===== config.mk =====
export PLATFORM = sky130hd
export DESIGN_NAME = mesc_top
export DESIGN_NICKNAME = d
export VERILOG_FILES = /design/src/mesc_pkg.sv /design/src/mesc_top.sv
export SDC_FILE = /design/constraint.sdc
export NUM_CORES = 1
export LEC_CHECK = 0
export BUFFER_PORTS_ARGS = -buffer_cell sky130_fd_sc_hd__buf_4
export CORE_MARGIN = 3
export CORE_UTILIZATION = 65
export CTS_BUF_LIST = sky130_fd_sc_hd__clkbuf_4
export CTS_CLUSTER_DIAMETER = 150
export CTS_CLUSTER_SIZE = 12
export DETAILED_ROUTE_END_ITERATION = 8
export PLACE_DENSITY = 0.83
export SETUP_SLACK_MARGIN = 0.02
export SYNTH_ARGS = -nofsm -noshare
export SYNTH_HDL_FRONTEND = slang
export SYNTH_SLANG_ARGS = --single-unit

===== constraint.sdc =====
create_clock -name CLK -period 3 [get_ports CLK]
set_input_delay 0.75 -clock CLK [delete_from_list [all_inputs] [get_ports CLK]]
set_output_delay 0.75 -clock CLK [all_outputs]
set_load 0.05 [all_outputs]

===== src/mesc_pkg.sv =====
`default_nettype none
package mesc_pkg;
    // Timing figures
    localparam int CLK_PERIOD_NS   = 20;
    localparam int EXT_RST_DLY_NS  = 10000;
    localparam int EXT_RST_MIN_NS  = 4000;
    localparam int POR_HOLD_NS     = 10000;
    localparam int PASS_MAX_MS     = 100;
    localparam int EXT_RST_DLY_CYC = EXT_RST_DLY_NS / CLK_PERIOD_NS;
    localparam int EXT_RST_MIN_CYC = (EXT_RST_MIN_NS + CLK_PERIOD_NS - 1) / CLK_PERIOD_NS;
    localparam int POR_HOLD_CYC    = POR_HOLD_NS / CLK_PERIOD_NS;
    localparam int PASS_MAX_CYC    = PASS_MAX_MS * 1000000 / CLK_PERIOD_NS;

    // Register offsets
    localparam logic [7:0] OFS_CFG      = 8'h00;
    localparam logic [7:0] OFS_SLEEP    = 8'h01;
    localparam logic [7:0] OFS_SELECT   = 8'h02;
    localparam logic [7:0] OFS_GPI_MSK  = 8'h03;
    localparam logic [7:0] OFS_MISC_MSK = 8'h04;
    localparam logic [7:0] OFS_S1_GPI   = 8'h05;
    localparam logic [7:0] OFS_S3_GPI   = 8'h06;
    localparam logic [7:0] OFS_S3_TV    = 8'h07;
    localparam logic [7:0] OFS_S45_GPI  = 8'h08;
    localparam logic [7:0] OFS_S45_TV   = 8'h09;
    localparam logic [7:0] OFS_USR_LIM  = 8'h0A;
    localparam logic [7:0] OFS_GPI_RAW  = 8'h0B;
    localparam logic [7:0] OFS_VLIM     = 8'h10;
    localparam logic [7:0] OFS_TLIM     = 8'h20;
    localparam logic [7:0] OFS_TACHLIM  = 8'h24;
    localparam logic [7:0] OFS_MGMT_ST  = 8'h30;
    localparam logic [7:0] OFS_HOST_ST  = 8'h38;
    localparam logic [7:0] OFS_VALUE    = 8'h40;

    // Configuration fields
    localparam int CFG_LOCK  = 0;
    localparam int CFG_ALERT = 1;
    localparam int CFG_GLOBAL_EVENT_MASK_BIT  = 2;
    localparam int CFG_ASF   = 3;

    // Reset values
    localparam logic [7:0] CFG_RST      = 8'h04;
    localparam logic [7:0] VLIM_RST     = 8'hFF;
    localparam logic [7:0] TLIM_RST     = 8'h80;
    localparam logic [7:0] TACHLIM_RST  = 8'hFF;
    localparam logic [7:0] USRLIM_RST   = 8'hFF;
    localparam logic [7:0] GPI_MSK_RST  = 8'hFF;
    localparam logic [7:0] MISC_MSK_RST = 8'h3F;
    localparam logic [7:0] TV_MSK_RST   = 8'h07;
    localparam logic [7:0] SELECT_RST   = 8'h0F;

    // Sleep states
    localparam logic [1:0] SLP_S0  = 2'h0;
    localparam logic [1:0] SLP_S1  = 2'h1;
    localparam logic [1:0] SLP_S3  = 2'h2;
    localparam logic [1:0] SLP_S45 = 2'h3;

    // Event vector layout
    localparam int EV_VOLT = 0;
    localparam int EV_TEMP = 16;
    localparam int EV_DIOD = 20;
    localparam int EV_TACH = 24;
    localparam int EV_GPI  = 28;
    localparam int EV_VRD  = 36;
    localparam int EV_USR  = 38;
    localparam int EV_PRED = 39;
    localparam int EV_W    = 48;
    localparam int ST_BYTES = 6;
    localparam int NCH     = 21;

    // Slave addresses from the strap
    localparam logic [6:0] SA_LOW  = 7'h2C;
    localparam logic [6:0] SA_MID  = 7'h2E;
    localparam logic [6:0] SA_HIGH = 7'h2D;

    typedef enum logic [2:0] {
        SQ_ISSUE = 3'b001,
        SQ_BUSY  = 3'b010,
        SQ_HOLD  = 3'b100
    } mesc_seq_t;
endpackage
`default_nettype wire


===== src/mesc_top.sv =====
`timescale 1ns/1ps
`default_nettype none
module mesc_top
    import mesc_pkg::*;
#(
    parameter int PASS_CYC = PASS_MAX_CYC
) (
    // Clock and power-on reset
    input  wire logic       CLK,
    input  wire logic       RSTN,
    // Register port
    input  wire logic [7:0] ADDR,
    input  wire logic [7:0] WDATA,
    input  wire logic       WR,
    input  wire logic       RD,
    output var  logic [7:0] RDATA,
    // Open-drain reset pin
    input  wire logic       RESET_PIN_I,
    output var  logic       RESET_PIN_O,
    output var  logic       RESET_PIN_OE,
    // Bus address strap and first transaction marker
    input  wire logic [1:0] ADDR_SEL_LVL,
    input  wire logic       BUS_START,
    output var  logic [6:0] SLAVE_ADDR,
    output var  logic       SLAVE_ADDR_VALID,
    // Error events from the measurement side
    input  wire logic [15:0] VOLT_ERR,
    input  wire logic [3:0]  TEMP_ERR,
    input  wire logic [3:0]  DIODE_ERR,
    input  wire logic [3:0]  TACH_ERR,
    input  wire logic        USER_THR_ERR,
    input  wire logic [1:0]  PRED_THR_ERR,
    // Pins from the board
    input  wire logic [7:0]  GENERAL_INPUT,
    input  wire logic [1:0]  REGULATOR_HOT_INPUT,
    // Converter handshake
    output var  logic        CONV_START,
    output var  logic [4:0]  CONV_CH,
    input  wire logic        CONV_DONE,
    input  wire logic [7:0]  CONV_DATA,
    // Error outputs
    output var  logic        MGMT_ERROR_OUT,
    output var  logic        HOST_ERROR_OUT,
    output var  logic        ALERT_N
);

    logic [7:0]      cfg_r, sleep_mask_sel_r, select_r, gpi_msk_r, misc_msk_r;
    logic [1:0]      sleep_r;
    logic [7:0]      s1_gpi_r, s3_gpi_r, s3_tv_r, s45_gpi_r, s45_tv_r, usr_lim_r;
    logic [7:0]      vlim_r [16];
    logic [7:0]      tlim_r [4];
    logic [7:0]      tachlim_r [4];
    logic [7:0]      val_r [NCH];
    logic [EV_W-1:0] mst_r, hst_r, ev, msk, mclr, hclr;
    logic [9:0]      pin_s1_r, pin_s2_r, pin_s3_r, pin_f_r;
    logic [2:0]      rst_s_r;
    logic            rst_f_r, ext_pend_r, ext_fire;
    logic [15:0]     ext_cnt_r, por_cnt_r;
    logic [1:0]      sel_s1_r, sel_s2_r, sel_s3_r, sel_f_r;
    mesc_seq_t       seq_r;
    logic [31:0]     pass_cnt_r;
    logic [4:0]      nxt_ch;
    logic            wr_ok;

    // Pins outside the clock domain: a change counts once stages two and three agree
    always_ff @(posedge CLK or negedge RSTN) begin
        if (!RSTN) begin
            pin_s1_r <= '0;
            pin_s2_r <= '0;
            pin_s3_r <= '0;
            pin_f_r  <= '0;
            rst_s_r  <= 3'h7;
            rst_f_r  <= 1'b1;
            sel_s1_r <= '0;
            sel_s2_r <= '0;
            sel_s3_r <= '0;
            sel_f_r  <= '0;
        end else begin
            pin_s1_r <= {REGULATOR_HOT_INPUT, GENERAL_INPUT};
            pin_s2_r <= pin_s1_r;
            pin_s3_r <= pin_s2_r;
            pin_f_r  <= (pin_s2_r & pin_s3_r) | (pin_f_r & (pin_s2_r | pin_s3_r));
            rst_s_r  <= {rst_s_r[1:0], RESET_PIN_I};
            if (rst_s_r[1] == rst_s_r[2]) begin
                rst_f_r <= rst_s_r[2];
            end
            sel_s1_r <= ADDR_SEL_LVL;
            sel_s2_r <= sel_s1_r;
            sel_s3_r <= sel_s2_r;
            if (sel_s2_r == sel_s3_r) begin
                sel_f_r <= sel_s3_r;
            end
        end
    end

    // Drive the reset pin low for a while after power-up, then release it as input
    always_ff @(posedge CLK or negedge RSTN) begin
        if (!RSTN) begin
            por_cnt_r    <= '0;
            RESET_PIN_OE <= 1'b1;
            RESET_PIN_O  <= 1'b0;
        end else begin
            RESET_PIN_O <= 1'b0;
            if (por_cnt_r < 16'(POR_HOLD_CYC)) begin
                por_cnt_r <= por_cnt_r + 16'h0001;
            end else begin
                RESET_PIN_OE <= 1'b0;
            end
        end
    end

    // Pin assertion starts a fixed delay; short pulses still fire it once detected
    // Only a fall of the filtered level with the pin released (RESET_PIN_OE low) counts, so our own power-up drive never fires it
    always_ff @(posedge CLK or negedge RSTN) begin
        if (!RSTN) begin
            ext_pend_r <= 1'b0;
            ext_cnt_r  <= '0;
        end else if (ext_pend_r) begin
            ext_cnt_r <= ext_cnt_r + 16'h0001;
            if (ext_fire) begin
                ext_pend_r <= 1'b0;
            end
        end else if (!RESET_PIN_OE && rst_f_r && rst_s_r[2] == rst_s_r[1] && !rst_s_r[2]
                     && ext_cnt_r == 16'h0000) begin
            ext_pend_r <= 1'b1;
            ext_cnt_r  <= 16'h0002;
        end else if (rst_f_r) begin
            ext_cnt_r <= '0; // Rearm once the pin is seen high again
        end
    end
    assign ext_fire = ext_pend_r && ext_cnt_r == 16'(EXT_RST_DLY_CYC);

    // Guarded registers: lock blocks writes to limits and masks
    assign wr_ok = WR && !cfg_r[CFG_LOCK];

    // Configuration and sleep state, the only ones the pin reset reaches
    always_ff @(posedge CLK or negedge RSTN) begin
        if (!RSTN) begin
            cfg_r   <= CFG_RST;
            sleep_r <= SLP_S0;
        end else begin
            if (WR && ADDR == OFS_CFG) begin
                cfg_r <= WDATA;
            end
            if (WR && ADDR == OFS_SLEEP) begin
                sleep_r <= WDATA[1:0];
            end
            if (ext_fire) begin
                cfg_r[CFG_LOCK] <= 1'b0;
                sleep_r         <= SLP_S45;
            end
        end
    end

    // Limits and masks, cleared only at power-on
    always_ff @(posedge CLK or negedge RSTN) begin
        if (!RSTN) begin
            select_r  <= SELECT_RST;
            gpi_msk_r <= GPI_MSK_RST;
            misc_msk_r <= MISC_MSK_RST;
            s1_gpi_r  <= GPI_MSK_RST;
            s3_gpi_r  <= GPI_MSK_RST;
            s45_gpi_r <= GPI_MSK_RST;
            s3_tv_r   <= TV_MSK_RST;
            s45_tv_r  <= TV_MSK_RST;
            usr_lim_r <= USRLIM_RST;
            for (int i = 0; i < 16; i++) vlim_r[i] <= VLIM_RST;
            for (int i = 0; i < 4; i++) tlim_r[i] <= TLIM_RST;
            for (int i = 0; i < 4; i++) tachlim_r[i] <= TACHLIM_RST;
        end else if (wr_ok) begin
            if (ADDR == OFS_SELECT) begin
                select_r <= {4'h0, WDATA[3:0]};
            end else if (ADDR == OFS_GPI_MSK) begin
                gpi_msk_r <= WDATA;
            end else if (ADDR == OFS_MISC_MSK) begin
                misc_msk_r <= {2'h0, WDATA[5:0]};
            end else if (ADDR == OFS_S1_GPI) begin
                s1_gpi_r <= WDATA;
            end else if (ADDR == OFS_S3_GPI) begin
                s3_gpi_r <= WDATA;
            end else if (ADDR == OFS_S3_TV) begin
                s3_tv_r <= {4'h0, WDATA[3:0]};
            end else if (ADDR == OFS_S45_GPI) begin
                s45_gpi_r <= WDATA;
            end else if (ADDR == OFS_S45_TV) begin
                s45_tv_r <= {4'h0, WDATA[3:0]};
            end else if (ADDR == OFS_USR_LIM) begin
                usr_lim_r <= WDATA;
            end else if (ADDR[7:4] == OFS_VLIM[7:4]) begin
                vlim_r[ADDR[3:0]] <= WDATA;
            end else if (ADDR[7:2] == OFS_TLIM[7:2]) begin
                tlim_r[ADDR[1:0]] <= WDATA;
            end else if (ADDR[7:2] == OFS_TACHLIM[7:2]) begin
                tachlim_r[ADDR[1:0]] <= WDATA;
            end
        end
    end
    assign sleep_mask_sel_r = (sleep_r == SLP_S1) ? s1_gpi_r :
                              (sleep_r == SLP_S3) ? s3_gpi_r :
                              (sleep_r == SLP_S45) ? s45_gpi_r : 8'h00;

    // Event vector and the mask built from limits, mask registers and sleep state
    always_comb begin
        ev  = '0;
        msk = '0;
        ev[EV_VOLT +: 16] = VOLT_ERR;
        ev[EV_TEMP +: 4]  = TEMP_ERR;
        ev[EV_DIOD +: 4]  = DIODE_ERR;
        ev[EV_TACH +: 4]  = TACH_ERR;
        ev[EV_GPI +: 8]   = pin_f_r[7:0];
        ev[EV_VRD +: 2]   = pin_f_r[9:8];
        ev[EV_USR]        = USER_THR_ERR;
        ev[EV_PRED +: 2]  = PRED_THR_ERR;
        for (int i = 0; i < 16; i++) begin
            msk[EV_VOLT + i] = vlim_r[i] == VLIM_RST || cfg_r[CFG_GLOBAL_EVENT_MASK_BIT];
        end
        for (int i = 0; i < 3; i++) begin
            // Inputs 11 to 13 carry an optional sleep mask
            msk[EV_VOLT + 11 + i] = msk[EV_VOLT + 11 + i]
                | (sleep_r == SLP_S3 && s3_tv_r[i]) | (sleep_r == SLP_S45 && s45_tv_r[i]);
        end
        for (int i = 0; i < 4; i++) begin
            msk[EV_TEMP + i] = tlim_r[i] == TLIM_RST || cfg_r[CFG_GLOBAL_EVENT_MASK_BIT]
                || (sleep_r == SLP_S3 && s3_tv_r[3]) || (sleep_r == SLP_S45 && s45_tv_r[3]);
            msk[EV_DIOD + i] = msk[EV_TEMP + i];
            // Fans are always ignored with the system off
            msk[EV_TACH + i] = tachlim_r[i] == TACHLIM_RST || cfg_r[CFG_GLOBAL_EVENT_MASK_BIT]
                || sleep_r == SLP_S45;
        end
        for (int i = 0; i < 8; i++) begin
            msk[EV_GPI + i] = gpi_msk_r[i] || sleep_mask_sel_r[i] || cfg_r[CFG_GLOBAL_EVENT_MASK_BIT];
        end
        for (int i = 0; i < 2; i++) begin
            msk[EV_VRD + i] = misc_msk_r[i] || cfg_r[CFG_GLOBAL_EVENT_MASK_BIT];
        end
        msk[EV_USR] = usr_lim_r == USRLIM_RST || cfg_r[CFG_GLOBAL_EVENT_MASK_BIT];
        // Predefined throttle bits stay unmasked
        msk[EV_PRED +: 2] = 2'h0;
    end

    // Clear requests: write-one per set, plus read-clear on the management set in ASF mode
    always_comb begin
        mclr = '0;
        hclr = '0;
        for (int b = 0; b < ST_BYTES; b++) begin
            if (WR && ADDR == OFS_MGMT_ST + 8'(b)) begin
                mclr[8*b +: 8] = WDATA;
            end
            if (RD && cfg_r[CFG_ASF] && ADDR == OFS_MGMT_ST + 8'(b)) begin
                mclr[8*b +: 8] = 8'hFF;
            end
            if (WR && ADDR == OFS_HOST_ST + 8'(b)) begin
                hclr[8*b +: 8] = WDATA;
            end
        end
    end

    // Sticky status sets; a live cause keeps its bit, and a new event beats a clear
    always_ff @(posedge CLK or negedge RSTN) begin
        if (!RSTN) begin
            mst_r <= '0;
            hst_r <= '0;
        end else begin
            mst_r <= (mst_r & ~(mclr & ~ev)) | (ev & ~msk);
            hst_r <= (hst_r & ~(hclr & ~ev)) | (ev & ~msk);
        end
    end

    // Error and alert outputs leave the predefined throttle bits out
    always_ff @(posedge CLK or negedge RSTN) begin
        if (!RSTN) begin
            MGMT_ERROR_OUT <= 1'b0;
            HOST_ERROR_OUT <= 1'b0;
            ALERT_N        <= 1'b1;
        end else begin
            MGMT_ERROR_OUT <= |mst_r[EV_PRED-1:0];
            HOST_ERROR_OUT <= |hst_r[EV_PRED-1:0];
            ALERT_N <= !(cfg_r[CFG_ALERT] && |(mst_r[EV_PRED-1:0] | hst_r[EV_PRED-1:0]));
        end
    end

    // Slave address taken once, on the first transaction
    always_ff @(posedge CLK or negedge RSTN) begin
        if (!RSTN) begin
            SLAVE_ADDR       <= SA_LOW;
            SLAVE_ADDR_VALID <= 1'b0;
        end else if (BUS_START && !SLAVE_ADDR_VALID) begin
            SLAVE_ADDR_VALID <= 1'b1;
            SLAVE_ADDR <= (sel_f_r == 2'h0) ? SA_LOW :
                          (sel_f_r == 2'h1) ? SA_MID : SA_HIGH;
        end
    end

    // Next enabled channel in conversion order; wraps to the internal sensor
    always_comb begin
        nxt_ch = CONV_CH + 5'h01;
        if (nxt_ch == 5'd2 && !select_r[0]) nxt_ch = 5'd3;
        if (nxt_ch == 5'd4 && !select_r[1]) nxt_ch = 5'd5;
        if (nxt_ch == 5'd5 && !select_r[2]) nxt_ch = 5'd6;
        if (nxt_ch == 5'd6 && !select_r[3]) nxt_ch = 5'd7;
        if (nxt_ch >= 5'(NCH)) nxt_ch = 5'd0;
    end

    // Round-robin sequencer: one pass per period, started right after power-up
    always_ff @(posedge CLK or negedge RSTN) begin
        if (!RSTN) begin
            seq_r      <= SQ_ISSUE;
            CONV_START <= 1'b0;
            CONV_CH    <= '0;
            pass_cnt_r <= '0;
        end else begin
            CONV_START <= 1'b0;
            pass_cnt_r <= (pass_cnt_r >= 32'(PASS_CYC - 1)) ? 32'h0000_0000
                                                            : pass_cnt_r + 32'h0000_0001;
            case (seq_r)
                SQ_ISSUE: begin
                    CONV_START <= 1'b1;
                    seq_r      <= SQ_BUSY;
                end
                SQ_BUSY: begin
                    if (CONV_DONE) begin
                        CONV_CH <= nxt_ch;
                        seq_r   <= (nxt_ch == 5'd0) ? SQ_HOLD : SQ_ISSUE;
                    end
                end
                SQ_HOLD: begin
                    // Start the next pass on the period boundary
                    if (pass_cnt_r == 32'h0000_0000) begin
                        seq_r <= SQ_ISSUE;
                    end
                end
                default: seq_r <= SQ_ISSUE;
            endcase
        end
    end

    // Value registers hold data only and have no reset
    always_ff @(posedge CLK) begin
        if (seq_r == SQ_BUSY && CONV_DONE) begin
            val_r[CONV_CH] <= CONV_DATA;
        end
    end

    // Read data, one cycle after the strobe; unmapped reads give zero
    always_ff @(posedge CLK or negedge RSTN) begin
        if (!RSTN) begin
            RDATA <= '0;
        end else if (RD) begin
            if (ADDR == OFS_CFG) RDATA <= cfg_r;
            else if (ADDR == OFS_SLEEP) RDATA <= {6'h00, sleep_r};
            else if (ADDR == OFS_SELECT) RDATA <= select_r;
            else if (ADDR == OFS_GPI_MSK) RDATA <= gpi_msk_r;
            else if (ADDR == OFS_MISC_MSK) RDATA <= misc_msk_r;
            else if (ADDR == OFS_S1_GPI) RDATA <= s1_gpi_r;
            else if (ADDR == OFS_S3_GPI) RDATA <= s3_gpi_r;
            else if (ADDR == OFS_S3_TV) RDATA <= s3_tv_r;
            else if (ADDR == OFS_S45_GPI) RDATA <= s45_gpi_r;
            else if (ADDR == OFS_S45_TV) RDATA <= s45_tv_r;
            else if (ADDR == OFS_USR_LIM) RDATA <= usr_lim_r;
            else if (ADDR == OFS_GPI_RAW) RDATA <= pin_f_r[7:0];
            else if (ADDR[7:4] == OFS_VLIM[7:4]) RDATA <= vlim_r[ADDR[3:0]];
            else if (ADDR[7:2] == OFS_TLIM[7:2]) RDATA <= tlim_r[ADDR[1:0]];
            else if (ADDR[7:2] == OFS_TACHLIM[7:2]) RDATA <= tachlim_r[ADDR[1:0]];
            else if (ADDR >= OFS_MGMT_ST && ADDR < OFS_MGMT_ST + 8'(ST_BYTES))
                RDATA <= mst_r[8*(ADDR - OFS_MGMT_ST) +: 8];
            else if (ADDR >= OFS_HOST_ST && ADDR < OFS_HOST_ST + 8'(ST_BYTES))
                RDATA <= hst_r[8*(ADDR - OFS_HOST_ST) +: 8];
            else if (ADDR >= OFS_VALUE && ADDR < OFS_VALUE + 8'(NCH))
                RDATA <= val_r[5'(ADDR - OFS_VALUE)];
            else RDATA <= 8'h00;
        end
    end

    AST_EXT_SLEEP: assert property (@(posedge CLK) disable iff (!RSTN)
        ext_fire |=> sleep_r == SLP_S45 && !cfg_r[CFG_LOCK])
        else $error("Sleep state not forced after pin reset delay");
    AST_EXT_DELAY: assert property (@(posedge CLK) disable iff (!RSTN)
        $rose(ext_pend_r) |-> !ext_fire [*8])
        else $error("Pin reset acted too early");
    AST_STICKY: assert property (@(posedge CLK) disable iff (!RSTN)
        mst_r[0] && !mclr[0] |=> mst_r[0])
        else $error("Management status bit dropped without clear");
    AST_LIVE_KEEP: assert property (@(posedge CLK) disable iff (!RSTN)
        hst_r[EV_TEMP] && ev[EV_TEMP] |=> hst_r[EV_TEMP])
        else $error("Host bit cleared while its cause is active");
    AST_INDEPENDENT: assert property (@(posedge CLK) disable iff (!RSTN)
        hst_r[1] && hclr[1] && !ev[1] && mst_r[1] |=> !hst_r[1] && mst_r[1])
        else $error("Clearing host set disturbed management set");
    AST_MASKED: assert property (@(posedge CLK) disable iff (!RSTN)
        !mst_r[EV_TACH] && msk[EV_TACH] |=> !mst_r[EV_TACH])
        else $error("Masked tach event set a status bit");
    AST_PRED_QUIET: assert property (@(posedge CLK) disable iff (!RSTN)
        mst_r[EV_PRED-1:0] == '0 && hst_r[EV_PRED-1:0] == '0 |=> ALERT_N && !MGMT_ERROR_OUT)
        else $error("Throttle thresholds drove an output");
    AST_ALERT_OFF: assert property (@(posedge CLK) disable iff (!RSTN)
        !cfg_r[CFG_ALERT] |=> ALERT_N)
        else $error("Alert asserted while disabled");
    AST_ASF_RD: assert property (@(posedge CLK) disable iff (!RSTN)
        RD && cfg_r[CFG_ASF] && ADDR == OFS_MGMT_ST && !ev[0] |=> !mst_r[0])
        else $error("Read did not clear management bit in ASF mode");

endmodule // mesc_top
`default_nettype wire


==> insert_results.sql, run 1 <==
INSERT INTO impl_metrics (metric_group, metric, value, unit) VALUES
('grt', 'grt-ovfl-total', '0', ''),
('critical_path', 'worst-path-buf-inv', '2', ''),
('timing', 'totalNegativeSetupSlack', '0', 'ns'),
('timing', 'timing_worst_slew_pin_value', '0.935', 'ns'),
('clock_network', 'cts_num_sinks', '665', ''),
('power', 'seqPwrFrac', '59.3', '%'),
('timing', 'fmax', '368', 'MHz'),
('routing', 'drc', '0', ''),
('critical_path', 'path_depth', '2', ''),
('placed_design', 'numPortBuffers', '94', ''),
('floorplanning', 'row_count', '79', ''),
('timing', 'post-route-min-period', '2.72', 'ns'),
('power', 'powerDensity', '498', 'nW/um^2'),
('routing', 'dr.first_iter.drc_count', '2820', ''),
('cells_and_area', 'final_cell_mix', '300 x sky130_fd_sc_hd__buf_4, 271 x sky130_fd_sc_hd__mux2_2, 269 x sky130_fd_sc_hd__dfrtp_1, 228 x sky130_fd_sc_hd__dfstp_2, 220 x sky130_fd_sc_hd__nand2_1', ''),
('critical_path', 'cp_cell_sequence', 'buf_4, buf_4', ''),
('timing', 'timing.clock.skew', '0.0803', 'ns'),
('power', 'combinationalPowerShare', '14.8', '%'),
('placed_design', 'pre_cts_slack', '-0.146', 'ns'),
('min_path', 'worst_hold_path_type', 'input port to register', ''),
('placed_design', 'routabilityCongestion', '1.02', ''),
('logic_synthesis', 'number_of_synthesized_flops_with_an_enable_pin', '168', ''),
('floorplanning', 'fp.dieW', '224', 'um'),
('routing', 'routed-via-count', '22913', ''),
('logic_synthesis', 'synth_seq_cells', '665', ''),
('power', 'net-switching-power', '4.95', 'mW'),
('routing', 'viasPerCell', '6.84', ''),
('timing', 'maxSlewViolCount', '0', ''),
('clock_network', 'insertion_delay', '0.93', 'ns'),
('logic_synthesis', 'ys_types', '83', ''),
('run_status', 'outcome', 'finished clean', ''),
('timing', 'fin_ws', '0.279', 'ns'),
('floorplanning', 'die_area', '50100', 'sq um'),
('grt', 'first_global_vias', '22801', ''),
('critical_path', 'worstPathArrival', '1.97', 'ns'),
('clock_network', 'htree_num_levels', '2', ''),
('critical_path', 'timing_worst_setup_path_type', 'register to primary output', ''),
('grt', 'antenna_found_initial', '2', ''),
('cells_and_area', 'fillerInstances', '2987', ''),
('floorplanning', 'core_area', '46800', 'sq um'),
('timing', 'hold_violations', '0', ''),
('timing', 'setup_viol_count_final', '0', ''),
('timing', 'rsz0062_at_grt', 'no', ''),
('logic_synthesis', 'synth.area.top_cells', 'sky130_fd_sc_hd__dfrtp_1 22%, sky130_fd_sc_hd__dfstp_2 19%, sky130_fd_sc_hd__edfxtp_1 16%, sky130_fd_sc_hd__mux2_2 9.9%, sky130_fd_sc_hd__mux4_2 7.4%', ''),
('grt', 'grtUsageTotal', '39.2', '%'),
('timing', 'worst_slew_margin_rel', '37.5', '%'),
('logic_synthesis', 'asyncSetResetFlopFracSynth', '74.7', '%'),
('critical_path', 'crit_path_end_kind', 'primary output', ''),
('critical_path', 'top_fanout_value_on_the_critical_path', '12', ''),
('cells_and_area', 'syn2layout_area_growth', '13.0', '%'),
('cells_and_area', 'drive_above_1_share', '39.4', '%'),
('placed_design', 'dp_hpwl', '71.0', 'mm'),
('critical_path', 'cp.required', '2.25', 'ns'),
('critical_path', 'startpoint_type', 'register', ''),
('clock_network', 'clkSlewWorstSetupHoldPaths', '0.14', 'ns'),
('cells_and_area', 'final_common_cell', 'sky130_fd_sc_hd__buf_4', ''),
('clock_network', 'tritoncts', 'done', ''),
('critical_path', 'critical-path-slowest-cell', 'sky130_fd_sc_hd__dfrtp_1', ''),
('clock_network', 'cts-buffers-inserted', '61', ''),
('routing', 'routed_wl', '97.0', 'mm'),
('placed_design', 'place_area', '33900', 'sq um'),
('power', 'pwr-share-clk', '26.0', '%'),
('logic_synthesis', 'syn_area_per_cell', '12.8', 'sq um'),
('critical_path', 'slowest_delay', '0.61', 'ns'),
('routing', 'route.detailed.wl_per_inst', '28.9', 'um'),
('run', 'timing.max_cap.violations', '0', ''),
('power', 'p_sw_share', '28.5', '%'),
('min_path', 'worst_hold_path.num_cells', '2', ''),
('grt', 'grt_pass1_wl', '146', 'mm'),
('logic_synthesis', 'cell_count_after_synthesis', '2416', ''),
('critical_path', 'rr_worst_depth', '7', '');
[worst reg2reg max path, cell delays in order, from the launching register on]
cell and delay (ns):
sky130_fd_sc_hd__dfrtp_1 0.62, sky130_fd_sc_hd__ha_1 0.49, sky130_fd_sc_hd__a21bo_2 0.29, sky130_fd_sc_hd__a211oi_1 0.37
sky130_fd_sc_hd__a211oi_1 0.19, sky130_fd_sc_hd__a31oi_1 0.27, sky130_fd_sc_hd__nand3_1 0.10, sky130_fd_sc_hd__a21oi_1 0.13
[kinds of logic (layout without fill, tap and decap cells)]
logic type                 after synthesis  after routing  synth area share (%)
xor gates and xnor gates                33             33                 0.937
adders and majority gates               20             20                 0.730
muxes                                  403            403                  18.3
AOI/OAI and AO/OA                      435            435                  8.83
and+or+nand+nor                        675            675                  11.1
other                                    2             17                0.0243
buffers and inverters                  183            497                  2.54
DFF                                    665            665                  57.6
[metal layers]
| layer | up-vias | wire length [um] | part of all wire [%] | track usage, % |
|---|---|---|---|---|
| met3 | 306 | 9050 | 9.3 | 7.05 |
| li1 | 9598 | - | - | - |
| met5 | - | 0 | 0 | 0 |
| met2 | 1420 | 45200 | 47 | 62.0 |
| met4 | 0 | 5590 | 5.8 | 18.4 |
| met1 | 11589 | 37100 | 38 | 53.8 |
[power by group through the flow]
| stage | clock (mW) | combinational (mW) | sequential [mW] |
|---|---|---|---|
| after floorplan | 0 | 1.45 | 10.3 |
| after global placement | 0 | 2.39 | 10.4 |
| after detailed placement | 0 | 2.50 | 10.4 |
| after CTS | 4.57 | 2.52 | 10.3 |
| after global routing | 4.88 | 2.73 | 10.3 |
| final | 4.51 | 2.56 | 10.3 |
[synthesized netlist by cell type, drive strengths merged, types with 10 or more instances]
cell type,count
nand2b,31
o211ai,27
dfstp,228
a211oi,12
ha,10
maj3,10
edfxtp,168
xor2,16
dfrtp,269
buf,53
nor2,140
nand3,56
o22ai,16
nand2,220
nor3,37
mux4,101
a22oi,12
a31oi,23
nand3b,15
nand4,59
o21ai,132
a21oi,109
nor2b,14
mux2,271
clkbuf,89
nor4,36
xnor2,17
inv,39
mux2i,31
[timing repair]
item | CTS | global route
hold buffers | 15 | 0
endpoints found under the setup margin | 0 | 0
setup buffers | 0 | 0
endpoints found under the hold margin | 54 | 0
[sequential cells by signal, summed over array words and instances (netlist names), 10 cells and up]
name,count
val_r,168
vlim_r,128
hst_r,48
mst_r,48
pass_cnt_r,32
tachlim_r,32
tlim_r,32
ext_cnt_r,16
por_cnt_r,16
pin_f_r,10
pin_s1_r,10
pin_s2_r,10
pin_s3_r,10
[cell type report]
class | count | area, sq um | area share (%)
sequential | 665 | 17800 | 51.0
multi-input combinational | 1581 | 12400 | 35.4
timing repair buffer | 345 | 2980 | 8.55
clock buffer | 107 | 803 | 2.30
tap | 607 | 759 | 2.18
inverter | 41 | 154 | 0.442
clock inverter | 4 | 35.0 | 0.101
antenna | 2 | 5.00 | 0.0144
[worst paths after layout]
path,endpoint,startpoint,slack [ns]
min in group asynchronous,hst_r[44],RSTN,0.38
max in group asynchronous,tachlim_r[28],RSTN,1.71
min reg2reg,pin_s2_r[9],pin_s1_r[9],0.35
min,hst_r[39],PRED_THR_ERR[0],0.07
max reg2reg,seq_r[0],CONV_CH[0],0.45
max,CONV_CH[2],CONV_CH[2],0.28
[per-stage QoR]
step                      power [mW]  hold WS, ns  util, %  cells
after global routing            17.9       0.0321     74.5   3351
after CTS                       17.4      0.00239     74.5   3350
final                           17.4       0.0651     74.6   3352
after floorplan                 11.7        0.331        -   2429
after detailed placement        12.9        0.339     72.4   3224
after global placement          12.8        0.332     72.4   3224
(Power assumes the default switching activity.)
==> inputs of run 2 (changes only) <==
--- a/config.mk
+++ b/config.mk
@@ -13,7 +13,7 @@
 export CTS_CLUSTER_SIZE = 12
 export DETAILED_ROUTE_END_ITERATION = 8
 export PLACE_DENSITY = 0.83
-export SETUP_SLACK_MARGIN = 0.02
+export SETUP_SLACK_MARGIN = 0.4
 export SYNTH_ARGS = -nofsm -noshare
 export SYNTH_HDL_FRONTEND = slang
 export SYNTH_SLANG_ARGS = --single-unit
==> run 2 against run 1 <==
Worst setup slack better by 0.19 ns. Via count barely moved. Critical path depth decreased by 1. Final area hardly changed. Utilization about the same. Critical endpoint is now CONV_CH[1]. Sequential power hardly changed. Global-route usage is 0.51 points higher. Cell count shrank 0.30%. Sequential share of layout area hardly changed. Routed wire length is 1.1% higher.
==> insert_results.sql, run 2 (synthesis gave the netlist of run 1 again) <==
INSERT INTO impl_metrics (metric_group, metric, value, unit) VALUES
('floorplanning', 'initial_core_util', '66.0', '%'),
('clock_network', 'clock-root-buffer', 'sky130_fd_sc_hd__clkbuf_4', ''),
('routing', 'drt-pass1-iter-count', '6', ''),
('routing', 'routed-via-count', '22892', ''),
('critical_path', 'setup.reg_to_reg.worst_slack', '0.60', 'ns'),
('floorplanning', 'row_count', '79', ''),
('critical_path', 'timing_worst_setup_path_type', 'register to primary output', ''),
('grt', 'antenna_found_initial', '3', ''),
('cells_and_area', 'final_common_cell', 'sky130_fd_sc_hd__buf_4', ''),
('critical_path', 'worstPathArrival', '1.78', 'ns'),
('power', 'total_leakage_power', '13.5', 'nW'),
('cells_and_area', 'drive_above_1_share', '39.9', '%'),
('routing', 'drc', '0', ''),
('power', 'totalPowerFinal', '17.3', 'mW'),
('timing', 'timing.clock.skew', '0.0745', 'ns'),
('cells_and_area', 'final_cell_mix', '292 x sky130_fd_sc_hd__buf_4, 271 x sky130_fd_sc_hd__mux2_2, 265 x sky130_fd_sc_hd__dfrtp_1, 228 x sky130_fd_sc_hd__dfstp_2, 213 x sky130_fd_sc_hd__nand2_1', ''),
('grt', 'grtUsageTotal', '39.7', '%'),
('timing', 'totalNegativeSetupSlack', '0', 'ns'),
('routing', 'routed_wl', '98.1', 'mm'),
('critical_path', 'cpLargestDelayFamily', 'flip-flops', ''),
('clock_network', 'cts_num_sinks', '665', ''),
('clock_network', 'cts-buffers-inserted', '61', ''),
('routing', 'route.antenna.remaining_nets', '0', ''),
('critical_path', 'cp.required', '2.25', 'ns'),
('placed_design', 'pre_cts_slack', '-0.165', 'ns'),
('min_path', 'worst_hold_path_type', 'input port to register', ''),
('min_path', 'holdPathEnd', 'mst_r[39]', ''),
('grt', 'grt_pass1_wl', '148', 'mm'),
('run', 'timing.max_cap.violations', '0', ''),
('cells_and_area', 'num-nets-final', '2769', ''),
('grt', 'first_global_vias', '23100', ''),
('power', 'powerDensity', '497', 'nW/um^2'),
('routing', 'viasPerCell', '6.85', ''),
('cells_and_area', 'top_register', 'val_r', ''),
('critical_path', 'critical-path-slowest-cell', 'sky130_fd_sc_hd__dfrtp_1', ''),
('timing', 'fmax', '395', 'MHz'),
('grt', 'grt_max_degree', '70', ''),
('critical_path', 'cp_cell_sequence', 'buf_4', ''),
('timing', 'hold_ws', '0.0654', 'ns'),
('placed_design', 'routabilityCongestion', '1.07', ''),
('critical_path', 'crit_path_end_kind', 'primary output', ''),
('clock_network', 'clkSlewWorstSetupHoldPaths', '0.14', 'ns'),
('critical_path', 'worst-path-buf-inv', '1', ''),
('timing', 'timing_worst_slew_pin_value', '0.963', 'ns'),
('critical_path', 'reg2reg_to', 'RDATA[1]', ''),
('timing', 'hold_violations', '0', ''),
('floorplanning', 'die_area', '50100', 'sq um'),
('floorplanning', 'core_area', '46800', 'sq um'),
('floorplanning', 'die_y', '224', 'um'),
('routing', 'route.detailed.wl_per_inst', '29.3', 'um'),
('cells_and_area', 'largest_registers', 'val_r (168), vlim_r (128)', ''),
('timing', 'setup_viol_count_final', '0', ''),
('critical_path', 'rr_worst_depth', '6', ''),
('cells_and_area', 'syn2layout_area_growth', '13.0', '%'),
('placed_design', 'dp_hpwl', '71.9', 'mm'),
('routing', 'dr.first_iter.drc_count', '2638', ''),
('clock_network', 'tritoncts', 'done', ''),
('timing', 'period_share', '84.4', '%'),
('grt', 'grt-ovfl-total', '0', ''),
('min_path', 'worst_hold_path.num_cells', '2', ''),
('floorplanning', 'boundaryPins', '101', ''),
('timing', 'rsz0062_at_grt', 'no', ''),
('clock_network', 'htree_num_levels', '2', ''),
('critical_path', 'path_depth', '1', ''),
('critical_path', 'reg2reg_from', 'val_r[0][1]', ''),
('timing', 'worst_slew_margin_rel', '35.8', '%'),
('timing', 'maxSlewViolCount', '0', ''),
('power', 'irDropWorstVdd', '0.623', 'mV'),
('clock_network', 'ctsLongestPathBuffers', '3', ''),
('placed_design', 'numPortBuffers', '94', ''),
('clock_network', 'insertion_delay', '0.94', 'ns'),
('critical_path', 'startpoint_type', 'register', ''),
('critical_path', 'slowest_delay', '0.61', 'ns'),
('critical_path', 'top_fanout_value_on_the_critical_path', '11', ''),
('floorplanning', 'fp.dieW', '224', 'um'),
('timing', 'fin_ws', '0.468', 'ns'),
('cells_and_area', 'final_util', '74.6', '%'),
('min_path', 'timing.hold.worst.start', 'PRED_THR_ERR[0]', ''),
('cells_and_area', 'largest_register_ffs', '168', ''),
('timing', 'post-route-min-period', '2.53', 'ns'),
('run_status', 'outcome', 'finished clean', '');
-- run 2: cell count changes in the layout (fill, tap and decap cells not counted), moves of 4 or more --
cell and delta:
sky130_fd_sc_hd__nand3_2 +7, sky130_fd_sc_hd__nand2_1 -7, sky130_fd_sc_hd__buf_4 -8, sky130_fd_sc_hd__nor3_4 +6, sky130_fd_sc_hd__nand2_2 +7, sky130_fd_sc_hd__nor3_2 -6, sky130_fd_sc_hd__dfrtp_1 -4, sky130_fd_sc_hd__nand3_1 -7
-- run 2: per-stage QoR --
stage	std cells	cell area [sq um]
after CTS	3337	34800
after global placement	3212	33900
after global routing	3338	34900
final	3342	34900
after detailed placement	3212	33900
after floorplan	2429	31100
-- run 2: what timing repair did --
item                                    in CTS  in global routing
gates cloned                                 0                  0
gates resized for setup                      4                  4
setup buffers                                1                  0
endpoints found under the hold margin       46                  0
endpoints found under the setup margin       4                 20
hold buffers                                16                  0
-- run 2: worst max-delay path by stage --
stage	startpoint	end	slack (ns)
3_3_place_gp	ADDR[0]	RDATA[7]	-0.13
5_1_grt	CONV_CH[1]	CONV_CH[1]	0.42
3_5_place_dp	ADDR[0]	RDATA[7]	-0.17
4_1_cts	CONV_CH[2]	CONV_CH[2]	0.38
6_report	CONV_CH[1]	CONV_CH[1]	0.47
2_1_floorplan	ADDR[0]	RDATA[0]	0.33
-- run 2: final cells by class --
cell class / instances / area [sq um]
tap: 607 / 759
fill: 2973 / 11900
multi-input combinational: 1581 / 12500
inverter: 41 / 154
clock inverter: 4 / 33.8
sequential: 665 / 17800
clock buffer: 104 / 781
antenna: 5 / 12.5
timing repair buffer: 335 / 2870
-- run 2: where the power goes --
group | internal, mW | switching, mW | total, mW | leakage [nW]
clock network | 1.56 | 2.90 | 4.45 | 0.492
registers | 9.79 | 0.506 | 10.3 | 7.00
logic | 1.00 | 1.57 | 2.58 | 6.04
total | 12.4 | 4.97 | 17.3 | 13.5
-- run 2: layer usage --
layer / track usage, % / vias to the layer above / wire length, um
li1: - / 9578 / -
met1: 54.1 / 11625 / 37400
met2: 62.1 / 1404 / 45700
met3: 8.39 / 285 / 9600
met4: 19.0 / 0 / 5410
met5: 0 / - / 0
